## config.mk

```make
export PLATFORM = sky130hd
export DESIGN_NAME = lacc_top
export DESIGN_NICKNAME = d
export VERILOG_FILES = /design/src/verilog/lacc_current_reg.v /design/src/verilog/lacc_top.v
export VERILOG_INCLUDE_DIRS = /design/src /design/src/verilog
export SDC_FILE = /design/constraint.sdc
export NUM_CORES = 1
export LEC_CHECK = 0
export BUFFER_PORTS_ARGS = -buffer_cell sky130_fd_sc_hd__buf_2
export CAP_MARGIN = 0
export CORE_MARGIN = 5
export CORE_UTILIZATION = 38
export CTS_CLUSTER_DIAMETER = 150
export DETAILED_ROUTE_END_ITERATION = 8
export GPL_TIMING_DRIVEN = 1
export HOLD_SLACK_MARGIN = 0.15
export PLACE_DENSITY = 0.64
export SETUP_SLACK_MARGIN = 0.1
export SKIP_CTS_REPAIR_TIMING = 1
export SLEW_MARGIN = 20
export SYNTH_ARGS = -nofsm -noshare
export SYNTH_HDL_FRONTEND = slang
export SYNTH_SLANG_ARGS = --single-unit
export TNS_END_PERCENT = 100
```

## constraint.sdc

```tcl
create_clock -name mclk -period 9.15 [get_ports mclk]
set_clock_uncertainty 0.1 [all_clocks]
set_input_delay 0.915 -clock mclk [delete_from_list [all_inputs] [get_ports mclk]]
set_output_delay 0.915 -clock mclk [all_outputs]
set_load 0.03 [all_outputs]
```

## src/verilog/lacc_consts.vh

```
// Function
// RULE_01: Floor is half or quarter of run current
// RULE_02: Software keeps run current at 10 or 20; the testbench drives run current 24
// RULE_03: Decrement once per 32, 8, 2, 1 measurements
// RULE_04: Reduce when load reaches (lower+hyst+1)*32
// RULE_05: Raise scale by 1, 2, 4 or 8
// RULE_06: Raise when load below lower*32
// RULE_07: Lower threshold zero disables adaptation
// RULE_08: Software writes zero to reserved bits
// RULE_09: Sequencer readbacks are read only
// RULE_10: Ten bit microstep index, phase B offset 256
// RULE_11: Duty scale readback shows applied duty sum
// RULE_12: Auto offset bits 7:0, gradient 23:16
// RULE_13: Adapt only when threshold at least step period
// RULE_14: Load measurement refreshed once per fullstep
// RULE_15: Clamp scale between floor and run current
`ifndef LACC_CONSTS_VH
`define LACC_CONSTS_VH

`define LACC_ADDR_W          7
`define LACC_ADDR_VEL_THRS   7'h14
`define LACC_ADDR_LOAD       7'h41
`define LACC_ADDR_CONFIG     7'h42
`define LACC_ADDR_MSTEP      7'h6A
`define LACC_ADDR_CHOP       7'h6C
`define LACC_ADDR_DRVSTAT    7'h6F
`define LACC_ADDR_VPWM       7'h70
`define LACC_ADDR_DUTY       7'h71
`define LACC_ADDR_TUNE       7'h72

`define LACC_CHOP_RESET      32'h13008001
`define LACC_VPWM_RESET      22'h000000
`define LACC_CONFIG_RESET    16'h0000
`define LACC_CONFIG_MASK     16'hEF6F
`define LACC_VPWM_W          22
`define LACC_VEL_W           20

`define LACC_LOWER_LSB       0
`define LACC_UPW_LSB         5
`define LACC_HYST_LSB        8
`define LACC_DNSPD_LSB       13
`define LACC_QFLOOR_BIT      15
`define LACC_PHASE_B_OFS     10'h100

`define LACC_THRS_SHIFT      5
`define LACC_DN_CNT_W        5
`define LACC_DN_N0           5'h1F
`define LACC_DN_N1           5'h07
`define LACC_DN_N2           5'h01
`define LACC_DN_N3           5'h00

`define LACC_STAT_SCALE_LSB  16
`define LACC_STAT_ACTIVE_BIT 8
`define LACC_DUTY_AUTO_LSB   16
`define LACC_GRAD_LSB        16

`endif

```

## src/verilog/lacc_current_reg.v

```verilog
`timescale 1ns/10ps
`include "lacc_consts.vh"
module lacc_current_reg #(
	parameter CUR_W  = 5,
	parameter LOAD_W = 10
) (
	input  wire              mclk,
	input  wire              rst_b,
	input  wire              enable,
	input  wire              fullstep,
	input  wire [LOAD_W-1:0] load,
	input  wire [CUR_W-1:0]  run_current,
	input  wire [3:0]        lower_thrs,
	input  wire [3:0]        hyst,
	input  wire [1:0]        up_width,
	input  wire [1:0]        dn_speed,
	input  wire              quarter_floor,
	output reg  [CUR_W-1:0]  scale_reg
);
	reg  [CUR_W-1:0]              scale_next;
	reg  [`LACC_DN_CNT_W-1:0]     dn_cnt_reg;
	reg  [`LACC_DN_CNT_W-1:0]     dn_cnt_next;
	reg  [`LACC_DN_CNT_W-1:0]     dn_limit;
	reg  [CUR_W+3:0]              raised;
	wire [CUR_W-1:0]              floor_val;
	wire [LOAD_W+1:0]             lo_lim;
	wire [LOAD_W+1:0]             hi_lim;
	wire                          want_up;
	wire                          want_dn;

	assign floor_val = quarter_floor ? (run_current >> 2) : (run_current >> 1); // RULE_01
	assign lo_lim    = {{(LOAD_W-2){1'b0}}, lower_thrs} << `LACC_THRS_SHIFT;
	assign hi_lim    = ({{(LOAD_W-2){1'b0}}, lower_thrs} + {{(LOAD_W-2){1'b0}}, hyst}
		+ {{(LOAD_W+1){1'b0}}, 1'b1}) << `LACC_THRS_SHIFT;
	assign want_up   = {2'b00, load} < lo_lim; // RULE_06
	assign want_dn   = {2'b00, load} >= hi_lim; // RULE_04

	always @* begin
		case (dn_speed) // RULE_03
		2'b00: dn_limit = `LACC_DN_N0;
		2'b01: dn_limit = `LACC_DN_N1;
		2'b10: dn_limit = `LACC_DN_N2;
		default: dn_limit = `LACC_DN_N3;
		endcase
	end

	always @* begin
		scale_next  = scale_reg;
		dn_cnt_next = dn_cnt_reg;
		raised      = {4'h0, scale_reg} + ({{(CUR_W+3){1'b0}}, 1'b1} << up_width); // RULE_05
		if (!enable) begin
			// Idle regulator tracks full run current so enabling starts from a safe level
			scale_next  = run_current;
			dn_cnt_next = {`LACC_DN_CNT_W{1'b0}};
		end else if (fullstep) begin
			if (want_up) begin
				dn_cnt_next = {`LACC_DN_CNT_W{1'b0}};
				if (raised > {4'h0, run_current})
					scale_next = run_current; // RULE_15
				else
					scale_next = raised[CUR_W-1:0];
			end else if (want_dn) begin
				if (dn_cnt_reg >= dn_limit) begin
					dn_cnt_next = {`LACC_DN_CNT_W{1'b0}};
					if (scale_reg > floor_val)
						scale_next = scale_reg - {{(CUR_W-1){1'b0}}, 1'b1};
				end else begin
					dn_cnt_next = dn_cnt_reg + {{(`LACC_DN_CNT_W-1){1'b0}}, 1'b1};
				end
			end
			// Run current may have moved under us: keep scale inside the window
			if (scale_next > run_current)
				scale_next = run_current; // RULE_15
			else if (scale_next < floor_val)
				scale_next = floor_val; // RULE_15
		end
	end

	always @(posedge mclk) begin
		if (!rst_b) begin
			scale_reg  <= {CUR_W{1'b0}};
			dn_cnt_reg <= {`LACC_DN_CNT_W{1'b0}};
		end else begin
			scale_reg  <= scale_next;
			dn_cnt_reg <= dn_cnt_next;
		end
	end
endmodule

```

## src/verilog/lacc_top.v

```verilog
`timescale 1ns/10ps
`include "lacc_consts.vh"
module lacc_top #(
	parameter CUR_W   = 5,
	parameter LOAD_W  = 10,
	parameter INDEX_W = 10
) (
	input  wire                       mclk,
	input  wire                       rst_b,
	input  wire                       reg_wr,
	input  wire                       reg_rd,
	input  wire [`LACC_ADDR_W-1:0]    reg_addr,
	input  wire [31:0]                reg_wdata,
	output reg  [31:0]                reg_rdata,
	output reg                        reg_rvalid,
	input  wire                       fullstep,
	input  wire [LOAD_W-1:0]          load_measurement,
	input  wire [`LACC_VEL_W-1:0]     step_period,
	input  wire [CUR_W-1:0]           run_current,
	input  wire [INDEX_W-1:0]         microstep_index,
	input  wire [7:0]                 duty_scale_sum,
	input  wire [8:0]                 duty_scale_auto,
	input  wire [7:0]                 auto_offset,
	input  wire [7:0]                 auto_gradient,
	output wire [CUR_W-1:0]           current_scale,
	output reg                        adapt_active,
	output reg  [31:0]                chopper_config,
	output reg  [`LACC_VPWM_W-1:0]    voltage_pwm_config,
	output reg  [INDEX_W-1:0]         phase_b_index
);
	reg  [15:0]                adaptive_current_config;
	reg  [`LACC_VEL_W-1:0]     adapt_velocity_threshold;
	reg  [LOAD_W-1:0]          load_result_reg;
	reg  [INDEX_W-1:0]         mstep_reg;
	reg  [16:0]                duty_reg;
	reg  [15:0]                tune_off_grad_reg;
	reg  [31:0]                rdata_next;
	wire [3:0]                 lower_thrs;
	wire [3:0]                 hyst;
	wire [1:0]                 up_width;
	wire [1:0]                 dn_speed;
	wire                       quarter_floor;
	wire                       active_next;

	assign lower_thrs    = adaptive_current_config[`LACC_LOWER_LSB +: 4];
	assign up_width      = adaptive_current_config[`LACC_UPW_LSB +: 2];
	assign hyst          = adaptive_current_config[`LACC_HYST_LSB +: 4];
	assign dn_speed      = adaptive_current_config[`LACC_DNSPD_LSB +: 2];
	assign quarter_floor = adaptive_current_config[`LACC_QFLOOR_BIT];

	// Adaptation runs only at or above the velocity threshold and with a nonzero lower bound
	assign active_next = (lower_thrs != 4'h0) // RULE_07
		&& (adapt_velocity_threshold >= step_period); // RULE_13

	lacc_current_reg #(
		.CUR_W  (CUR_W),
		.LOAD_W (LOAD_W)
	) u_reg (
		.mclk          (mclk),
		.rst_b         (rst_b),
		.enable        (adapt_active),
		.fullstep      (fullstep),
		.load          (load_measurement),
		.run_current   (run_current),
		.lower_thrs    (lower_thrs),
		.hyst          (hyst),
		.up_width      (up_width),
		.dn_speed      (dn_speed),
		.quarter_floor (quarter_floor),
		.scale_reg     (current_scale)
	);

	// Register writes; reserved config bits are masked so stray ones never steer logic
	always @(posedge mclk) begin
		if (!rst_b) begin
			adaptive_current_config  <= `LACC_CONFIG_RESET;
			adapt_velocity_threshold <= {`LACC_VEL_W{1'b0}};
			chopper_config           <= `LACC_CHOP_RESET;
			voltage_pwm_config       <= `LACC_VPWM_RESET;
		end else if (reg_wr) begin
			case (reg_addr)
			`LACC_ADDR_CONFIG:
				adaptive_current_config <= reg_wdata[15:0] & `LACC_CONFIG_MASK;
			`LACC_ADDR_VEL_THRS:
				adapt_velocity_threshold <= reg_wdata[`LACC_VEL_W-1:0];
			`LACC_ADDR_CHOP:
				chopper_config <= reg_wdata;
			`LACC_ADDR_VPWM:
				voltage_pwm_config <= reg_wdata[`LACC_VPWM_W-1:0];
			default: begin
			end
			endcase
		end
	end

	// Readback capture; a fullstep strobe samples the load value once per step
	always @(posedge mclk) begin
		if (!rst_b) begin
			load_result_reg   <= {LOAD_W{1'b0}};
			mstep_reg         <= {INDEX_W{1'b0}};
			phase_b_index     <= {INDEX_W{1'b0}};
			duty_reg          <= 17'h00000;
			tune_off_grad_reg <= 16'h0000;
			adapt_active      <= 1'b0;
		end else begin
			if (fullstep)
				load_result_reg <= load_measurement; // RULE_14
			mstep_reg         <= microstep_index; // RULE_10
			phase_b_index     <= microstep_index + `LACC_PHASE_B_OFS; // RULE_10
			duty_reg          <= {duty_scale_auto, duty_scale_sum}; // RULE_11
			tune_off_grad_reg <= {auto_gradient, auto_offset}; // RULE_12
			adapt_active      <= active_next;
		end
	end

	// Write-only registers and unmapped addresses read back as zero
	always @* begin
		rdata_next = 32'h00000000;
		case (reg_addr)
		`LACC_ADDR_LOAD:
			rdata_next[LOAD_W-1:0] = load_result_reg;
		`LACC_ADDR_MSTEP:
			rdata_next[INDEX_W-1:0] = mstep_reg; // RULE_09
		`LACC_ADDR_CHOP:
			rdata_next = chopper_config;
		`LACC_ADDR_DRVSTAT: begin
			rdata_next[`LACC_STAT_SCALE_LSB +: CUR_W] = current_scale;
			rdata_next[`LACC_STAT_ACTIVE_BIT]          = adapt_active;
		end
		`LACC_ADDR_VPWM:
			rdata_next[`LACC_VPWM_W-1:0] = voltage_pwm_config;
		`LACC_ADDR_DUTY: begin
			rdata_next[7:0] = duty_reg[7:0]; // RULE_11
			rdata_next[`LACC_DUTY_AUTO_LSB +: 9] = duty_reg[16:8];
		end
		`LACC_ADDR_TUNE: begin
			rdata_next[7:0] = tune_off_grad_reg[7:0]; // RULE_12
			rdata_next[`LACC_GRAD_LSB +: 8] = tune_off_grad_reg[15:8]; // RULE_12
		end
		default:
			rdata_next = 32'h00000000;
		endcase
	end

	always @(posedge mclk) begin
		if (!rst_b) begin
			reg_rdata  <= 32'h00000000;
			reg_rvalid <= 1'b0;
		end else begin
			reg_rvalid <= reg_rd;
			if (reg_rd)
				reg_rdata <= rdata_next;
		end
	end
endmodule

```

# --- After elaboration in Yosys (flattened, before gate mapping) ---
# Index checks and enable logic that the tools add are counted.
classes:
  addsub: 6
  magnitude_cmp: 8
  eq_ne: 12
  n_shift: 1
  mux: 25
  reduce_logical: 10
ops:
  columns: ["cell", "count"]
  rows:
  - ["$mux 5", 14]
  - ["$eq 7x7->1 const B", 8]
  - ["$pmux 8 s6", 1]
  - ["$pmux 5 s5", 1]
  - ["$ge 20x20->1", 1]
  - ["$pmux 5 s3", 1]
  - ["$ge 10x12->1", 1]
  - ["$pmux 6 s2", 1]
  - ["$reduce_and 2->1", 6]
  - ["$add 10x9->10 const B", 1]
  - ["$gt 5x5->1", 2]
  - ["$lt 10x9->1", 1]
  - ["$add 5x9->9", 1]
  - ["$gt 9x5->1", 1]
  - ["$shl 1x2->9 const A", 1]
  - ["$pmux 1 s4", 2]
  - ["$add 7x1->7 const B", 1]
  - ["$eq 7x5->1 const B", 1]
  - ["$mux 7", 1]
  - ["$pmux 2 s3", 1]
  - ["$add 4x4->5", 1]
  - ["$add 5x1->5 const B", 1]
  - ["$ge 5x5->1", 1]
  - ["$lt 5x5->1", 1]
  - ["11 further kinds", 11]
totals:
  ff_bits: 194
  in_bits: 122
  out_inout_bits: 103
  elab_cells: 76

# --- Logic depth before layout (Yosys ltp) ---
# Gate-level depths: netlist of the first run.
depth:
  word_depth: 13
  depth_mapped: 23

# --- By module ---
# From an unflattened synthesis of the first run, not the netlist that was laid out.
unflattened:
  hier_cells: 1064
  area_unflattened_um2: 9277.6
modules_own_cells:
  columns: ["mod", "n_inst", "cells_each", "area_each_um2", "seq_area_each_um2"]
  rows:
  - ["lacc_top", 1, 826, 7404.6, 3523.4]
  - ["lacc_current_reg", 1, 238, 1873.0, 200.2]

# --- Worst setup path after synthesis of the first run ---
# OpenSTA, ideal clock, no wires.
synth_path:
  path_type: "reg2reg"
  from: "register adaptive_current_config[0]"
  to: "register u_reg.scale_reg[2]"
  setup_ps: 124
  arrival_time_ps: 4433
  required_ps: 8926
  slack_ps: 4493
  path_stages_with_launch: 22
  n_path_buf: 0
  cell_sequence: "dfxtp_1 ha_1 fa_1 a21o_1 a21oi_1 xor2_1 ha_1 o21ai_0 a31oi_4 o32ai_4 nor2_1 o21ai_0 o21ai_0 ha_1 nor2b_1 o21a_1 o21a_1 o21a_1 o22ai_1 nand3_1 nor4b_1 nor3_1"
synth_between:
  elab_chain_cells: 12
  word_cells_on_any_way: 14
synth_rtl:
  columns: ["item", "line", "source"]
  rows:
  - ["from (decl)", "lacc_top.v:31", "reg [15:0] adaptive_current_config;"]
  - ["from (signal assigned)", "lacc_top.v:76", "adaptive_current_config <= `LACC_CONFIG_RESET;"]
  - ["from (signal assigned)", "lacc_top.v:83", "adaptive_current_config <= reg_wdata[15:0] & `LACC_CONFIG_MASK;"]
  - ["$add 4x4->5", "lacc_current_reg.v:33", "assign hi_lim = ({{(LOAD_W-2){1'b0}}, lower_thrs} + {{(LOAD_W-2){1'b0}}, hyst}"]
  - ["$add 7x1->7", "lacc_current_reg.v:34", "+ {{(LOAD_W+1){1'b0}}, 1'b1}) << `LACC_THRS_SHIFT;"]
  - ["$ge 10x12->1", "lacc_current_reg.v:36", "assign want_dn = {2'b00, load} >= hi_lim;"]
  - ["$mux 5", "lacc_current_reg.v:62", "end else if (want_dn) begin"]
  - ["$mux 5 (*)", "lacc_current_reg.v:56", "if (want_up) begin"]
  - ["$mux 5 (*)", "lacc_current_reg.v:55", "end else if (fullstep) begin"]
  - ["$mux 5 (*)", "lacc_current_reg.v:51", "if (!enable) begin"]
  - ["$lt 5x5->1", "lacc_current_reg.v:74", "else if (scale_next < floor_val)"]
  - ["$mux 5", "lacc_current_reg.v:74", null]
  - ["$mux 5 (*)", "lacc_current_reg.v:72", "if (scale_next > run_current)"]
  - ["$mux 5 (*)", "lacc_current_reg.v:55", null]
  - ["$mux 5 (*)", "lacc_current_reg.v:51", null]
  - ["to (signal assigned)", "lacc_current_reg.v:81", "scale_reg <= {CUR_W{1'b0}};"]
  - ["to (signal assigned)", "lacc_current_reg.v:84", "scale_reg <= scale_next;"]
  - ["to (decl)", "lacc_current_reg.v:18", "output reg [CUR_W-1:0] scale_reg"]
# Mark *: on every way between the ends. The rest lies on a longest branch, timed or not. The select of a mux whose other input is x is not followed.
# A chain may end at the register's enable or synchronous reset.

# --- Worst setup path in the final report of the first run ---
layout_path:
  from: "register adaptive_current_config[0]"
  to: "register u_reg.scale_reg[3]"
# The elaborated chain is that of the path after synthesis.

==> results.json, run 1 <==
{
  "status": "finished clean",
  "power_leakage_nw": 4.96,
  "insertion_delay_ns": 0.44,
  "grt_antenna_before_repair": 4,
  "rsz0062_at_grt": "false",
  "die_x_um": 163,
  "start_util_pct": 38.8,
  "core_region_area_mm2": 0.0228,
  "powerDensity_mw_per_mm2": 163,
  "path_buf_inv": 0,
  "dieArea_mm2": 0.0264,
  "hpwl_mm": 21.4,
  "io_pins": 225,
  "h-tree-depth": 4,
  "min_from": "reg_rdata[25]$_SDFFE_PN0P_",
  "finalPower_mw": 1.75,
  "clk_pin_slew_ns": 0.07,
  "worst-setup-path-type": "register to register",
  "drt.antenna.violating_nets": 0,
  "hold_path_end": "reg_rdata[25]$_SDFFE_PN0P_",
  "drt_iter0_markers": 552,
  "numCtsBuffers": 17,
  "hp-class": "register to register",
  "reg.largest.list": "chopper_config: 32 flops, reg_rdata: 32 flops, voltage_pwm_config: 22 flops",
  "rows": 55,
  "cap_violations": 0,
  "tns_ns": 0,
  "drt-vias-per-instance": 5.24,
  "dp.cells": 1478,
  "syn_area_mm2": 0.00884,
  "cp-end-kind": "register",
  "grt_start_max_net_pins": 72,
  "path_max_fanout": 7,
  "fin_crit_ns": 5.25,
  "clockBufferDepth": 2,
  "port_buffers": 224,
  "slew_headroom_pct": 29.3,
  "syn_area_per_cell_um2": 8.91,
  "finalNetCount": 1369,
  "grt-ovfl-total": 0,
  "synth-main-ff-cell": "dfxtp_1",
  "wl_per_cell_um": 19.6,
  "r2r_start": "adaptive_current_config[0]$_SDFFE_PN0P_",
  "crit_family": "compound AO/OA/AOI/OAI gates",
  "grt_pass1_wl_mm": 44.8,
  "cp.required_ns": 9.37,
  "synthToLayoutAreaGrowth_pct": 21.3,
  "cpPeakStageDelay_ns": 0.44,
  "async_flop_share_pct": 0,
  "wl_mm": 29.5,
  "drive_above_1_share_pct": 24.9,
  "whs_path_depth": 2,
  "yosys_register_bits": 186,
  "first_global_vias": 7809,
  "cts_root_buffer": "clkbuf_16",
  "synth_common_cells": "186 x dfxtp_1, 147 x nand2_1, 82 x a21oi_1",
  "max_freq_mhz": 191,
  "seq_area_frac_synth_pct": 42.1,
  "cts_tree": "done",
  "start_kind": "register",
  "clock_sink_count": 186,
  "synth_edf_count": 0,
  "synth_top_area_share_pct": 42.1,
  "slowest_stage": "fa_1",
  "yosys_warnings": 0,
  "drc": 0,
  "finalSetupViolCount": 0,
  "syn_inst": 992,
  "peakVddDrop_uv": 125,
  "track_usage_pct": 21.8,
  "fillers": 2247,
  "dr.pass1.iters": 6,
  "hold_viol": 0,
  "reg2reg_depth": 21,
  "max_slew.worst_pin.slew_ns": 1.06,
  "gp_congestion": 0.880,
  "path_cells": "ha_1 > fa_1 > a21o_1 > a21oi_1 > xor2_1 > ha_1 > o21ai_0 > a31oi_4 > o32ai_4 > nor2_1 > o21ai_0 > o21ai_0 > ha_1 > nor2b_1 > o21a_1 > o21a_1 > o21a_1 > o22ai_1 > nand3_1 > nor4b_1 > nor3_1",
  "r2r_setup_slack_ns": 3.90,
  "vias": 7925,
  "r2r_end": "u_reg.scale_reg[3]$_SDFFE_PN0P_",
  "yosys-top-cells-area": "dfxtp_1 42%, ha_1 8.6%, nand2_1 6.2%",
  "synth_nets": 1177,
  "yosys.area.top_type": "dfxtp_1",
  "arrival_ns": 5.47,
  "yosysMostFrequentCell": "dfxtp_1",
  "layout.cells.non_filler": 1511,
  "fp.dieH_um": 163,
  "period_share_pct": 57.4,
  "maxSlewViolCount": 0,
  "synth_cell_types": 79
}
-- kinds of logic after synthesis --
| logic type | after synthesis | synth area share (%) |
|---|---|---|
| simple gates | 355 | 19.0 |
| compound gates | 228 | 18.1 |
| flops | 186 | 42.1 |
| buf+inv | 98 | 4.71 |
| fa+ha+maj | 63 | 9.09 |
| mux | 49 | 5.56 |
| xor+xnor | 13 | 1.46 |
-- worst max path at each step --
stage | end | startpoint | cells after the start
2_1_floorplan | u_reg.scale_reg[2]$_SDFFE_PN0P_ | adaptive_current_config[0]$_SDFFE_PN0P_ | 21
4_1_cts | u_reg.scale_reg[3]$_SDFFE_PN0P_ | adaptive_current_config[0]$_SDFFE_PN0P_ | 21
3_5_place_dp | u_reg.scale_reg[3]$_SDFFE_PN0P_ | adaptive_current_config[0]$_SDFFE_PN0P_ | 21
5_1_grt | u_reg.scale_reg[3]$_SDFFE_PN0P_ | adaptive_current_config[0]$_SDFFE_PN0P_ | 21
6_report | u_reg.scale_reg[3]$_SDFFE_PN0P_ | adaptive_current_config[0]$_SDFFE_PN0P_ | 21
3_3_place_gp | u_reg.scale_reg[2]$_SDFFE_PN0P_ | adaptive_current_config[0]$_SDFFE_PN0P_ | 21
-- cells in the final DEF, fill, tap and decap left out, types with 6 or more instances in the layout --
cell type  instances
nand4_1            7
buf_2            224
inv_6              6
nor2b_1            6
xnor2_1            6
o21ai_0           28
a21o_1            14
dfxtp_1          186
ha_1              61
nor3_1             9
nand3_1           24
a21oi_1           82
clkbuf_16         17
and2_1            47
mux2i_1           48
a222oi_1          12
inv_1             36
nor2_1            77
a211oi_1          12
nand2_1          147
nand2b_1           7
a221oi_1          11
a22oi_1           14
buf_4              9
a31oi_1           12
-- layout make-up --
cell class / count / area, µm² / area share [%]
antenna: 1 / 2.50 / 0.0233
clock buffer: 19 / 433 / 4.04
tap: 313 / 392 / 3.65
clock inverter: 13 / 129 / 1.20
inverter: 38 / 144 / 1.34
sequential: 186 / 3720 / 34.7
timing repair buffer: 233 / 1190 / 11.1
multi-input combinational: 708 / 4710 / 44.0
-- worst register-to-register path, cell delays in order (launching register included) --
cell and delay, ns:
dfxtp_1 0.34, ha_1 0.23, fa_1 0.44, a21o_1 0.18, a21oi_1 0.44, xor2_1 0.14
ha_1 0.29, o21ai_0 0.13, a31oi_4 0.22, o32ai_4 0.16, nor2_1 0.19, o21ai_0 0.13
o21ai_0 0.30, ha_1 0.30, nor2b_1 0.13, o21a_1 0.17, o21a_1 0.17, o21a_1 0.16
o22ai_1 0.20, nand3_1 0.26, nor4b_1 0.39, nor3_1 0.08
-- metrics by stage --
step                      utilization (%)  instance area, µm²  hold slack (ns)  setup WS (ns)
after detailed placement             44.6               10200            0.356           3.95
after floorplan                         -                8840            0.360           4.49
final                                47.1               10700            0.366           3.90
after CTS                            47.1               10700            0.366           3.92
after global routing                 47.1               10700            0.391           3.41
after global placement               44.6               10200            0.347           4.10
-- routing by layer --
layer | vias up | global-route usage [%] | wire [µm]
met5 | - | 0 | 38
met2 | 248 | 35.9 | 14000
met1 | 3772 | 28.8 | 13000
met3 | 30 | 6.02 | 2120
met4 | 6 | 4.73 | 380
li1 | 3869 | - | -
-- power breakdown --
part | switching (mW) | leakage (nW) | internal (mW) | total, mW
Combinational | 0.115 | 3.18 | 0.0713 | 0.187
Sequential | 0.0131 | 1.52 | 0.829 | 0.843
Clock | 0.358 | 0.267 | 0.361 | 0.718
Total | 0.486 | 4.96 | 1.26 | 1.75
Note: power is estimated with default switching activity, not from simulation.
==> run 2, diff against run 1 <==
==> constraint.sdc (replaced) <==
create_clock -name mclk -period 5.2 [get_ports mclk]
set_clock_uncertainty 0.1 [all_clocks]
set_input_delay 0.52 -clock mclk [delete_from_list [all_inputs] [get_ports mclk]]
set_output_delay 0.52 -clock mclk [all_outputs]
set_load 0.03 [all_outputs]
==> run 2 against run 1 <==
  * Sequential power up 76%
  * Utilization increased by 0.66 points
  * Power increased by 77%
  * Non-clock buffer count up 9
  * Count of clock-buffer cells in the layout is the same
  * Critical path depth grew 1
  * Hold slack got worse by 0.18 ns
  * Largest power group unchanged
  * Highest routed layer unchanged
==> results.json, run 2 (synthesis results as in run 1) <==
{
  "track_usage_pct": 22.1,
  "drc": 0,
  "dr.pass1.iters": 9,
  "wl_mm": 30.1,
  "start_util_pct": 38.8,
  "path_max_fanout": 7,
  "grt_start_max_net_pins": 80,
  "finalSetupViolCount": 0,
  "port_buffers": 224,
  "dieArea_mm2": 0.0264,
  "h-tree-depth": 4,
  "n_antenna_cell": 0,
  "max_slew.worst_pin.slew_ns": 1.04,
  "fp.dieH_um": 163,
  "hold_viol": 0,
  "r2r_end": "u_reg.scale_reg[2]$_SDFFE_PN0P_",
  "period_share_pct": 92.9,
  "drt.antenna.violating_nets": 0,
  "rows": 55,
  "r2r_start": "adaptive_current_config[5]$_SDFFE_PN0P_",
  "reg2reg_depth": 22,
  "rsz0062_at_grt": "false",
  "start_kind": "register",
  "vias": 8087,
  "finalNetCount": 1378,
  "die_x_um": 163,
  "grt_antenna_before_repair": 3,
  "clockBufferDepth": 2,
  "layout_commonest_cell": "buf_2",
  "drt_iter0_markers": 546,
  "drt-vias-per-instance": 5.32,
  "layout.area.seq_mm2": 0.00372,
  "reg.largest.list": "chopper_config: 32 flops, reg_rdata: 32 flops, voltage_pwm_config: 22 flops",
  "multi_input_area_mm2": 0.00477,
  "hp-class": "input pin to register",
  "peakVddDrop_uv": 237,
  "core_region_area_mm2": 0.0228,
  "io_pins": 225,
  "cp.required_ns": 5.42,
  "cap_violations": 0,
  "drive_above_1_share_pct": 26.1,
  "clk_pin_slew_ns": 0.08,
  "cts_tree": "done",
  "min_from": "microstep_index[3]",
  "fillers": 2256,
  "numCtsBuffers": 17,
  "synthToLayoutAreaGrowth_pct": 23.0,
  "maxSlewViolCount": 0,
  "worst-setup-path-type": "register to register",
  "first_global_vias": 7958,
  "layout_common_cells": "224 x buf_2, 185 x dfxtp_1, 147 x nand2_1",
  "status": "finished clean",
  "grt-ovfl-total": 0,
  "slew_headroom_pct": 30.7,
  "power_leakage_nw": 5.02,
  "arrival_ns": 5.05,
  "cts_root_buffer": "clkbuf_16",
  "insertion_delay_ns": 0.43,
  "fin_crit_ns": 4.83,
  "r2r_setup_slack_ns": 0.37,
  "max_freq_mhz": 207,
  "tns_ns": 0,
  "clock_sink_count": 186,
  "worst_hold_slack_ns": 0.186,
  "gp_congestion": 0.931,
  "crit_start": "adaptive_current_config[5]$_SDFFE_PN0P_",
  "hpwl_mm": 21.9,
  "powerDensity_mw_per_mm2": 285,
  "grt_pass1_wl_mm": 45.4,
  "wl_per_cell_um": 19.8,
  "cp-end-kind": "register",
  "crit_end": "u_reg.scale_reg[2]$_SDFFE_PN0P_"
}
[run 2: routing by layer]
metal / part of all wire (%) / global-route usage, % / vias up / wire length, µm
met5: 0.12 / 0 / - / 35
met4: 2.0 / 6.60 / 6 / 602
met3: 8.1 / 5.82 / 40 / 2430
met2: 46 / 35.3 / 326 / 13900
met1: 43 / 29.4 / 3832 / 13100
li1: - / - / 3883 / -
[run 2: critical path: stages (launching register included)]
cell and delay [ns]:
dfxtp_2 0.35, nor2b_1 0.25, ha_1 0.30, a21o_1 0.17, a211oi_1 0.24, nor2_1 0.11, ha_1 0.29, and3_1 0.19
a31oi_1 0.21, o31ai_2 0.14, nand2_2 0.14, mux2_2 0.35, nand2_1 0.08, o21ai_0 0.13, ha_1 0.32, nor2b_1 0.14
o21a_1 0.17, o21a_1 0.16, o21a_1 0.19, o22ai_4 0.16, nand3_4 0.14, nor4b_2 0.32, nor3_1 0.07
[run 2: worst min-delay path by stage]
stage / end / slack, ns / cells past startpoint
global placement: reg_rdata[25]$_SDFFE_PN0P_ / 0.35 / 2
CTS: phase_b_index[3]$_SDFF_PN0_ / 0.18 / 2
floorplan: load_result_reg[2]$_SDFFE_PN0P_ / 0.36 / 2
global route: phase_b_index[6]$_SDFF_PN0_ / 0.18 / 2
detailed placement: reg_rdata[30]$_SDFFE_PN0P_ / 0.36 / 2
finish: phase_b_index[3]$_SDFF_PN0_ / 0.19 / 2
[run 2: final cells by class]
type / count / area share [%]
clock buffer: 19 / 4.07
multi-input combinational: 708 / 43.9
tap: 313 / 3.60
sequential: 186 / 34.2
inverter: 38 / 1.32
clock inverter: 13 / 1.21
timing repair buffer: 242 / 11.7
[run 2: through the flow]
step	total power, mW	util (%)	cells	instance area [µm²]	worst slack [ns]
3_3_place_gp	1.85	45.0	1487	10200	0.245
4_1_cts	3.10	47.5	1519	10800	0.138
6_report	3.10	47.8	1519	10900	0.367
2_1_floorplan	1.71	-	992	8840	0.543
5_1_grt	3.21	47.8	1519	10900	0.105
3_5_place_dp	1.85	45.0	1487	10200	0.184
[run 2: power breakdown]
part	switching, mW	internal, mW
clock network	0.624	0.648
registers	0.0185	1.46
logic	0.215	0.132
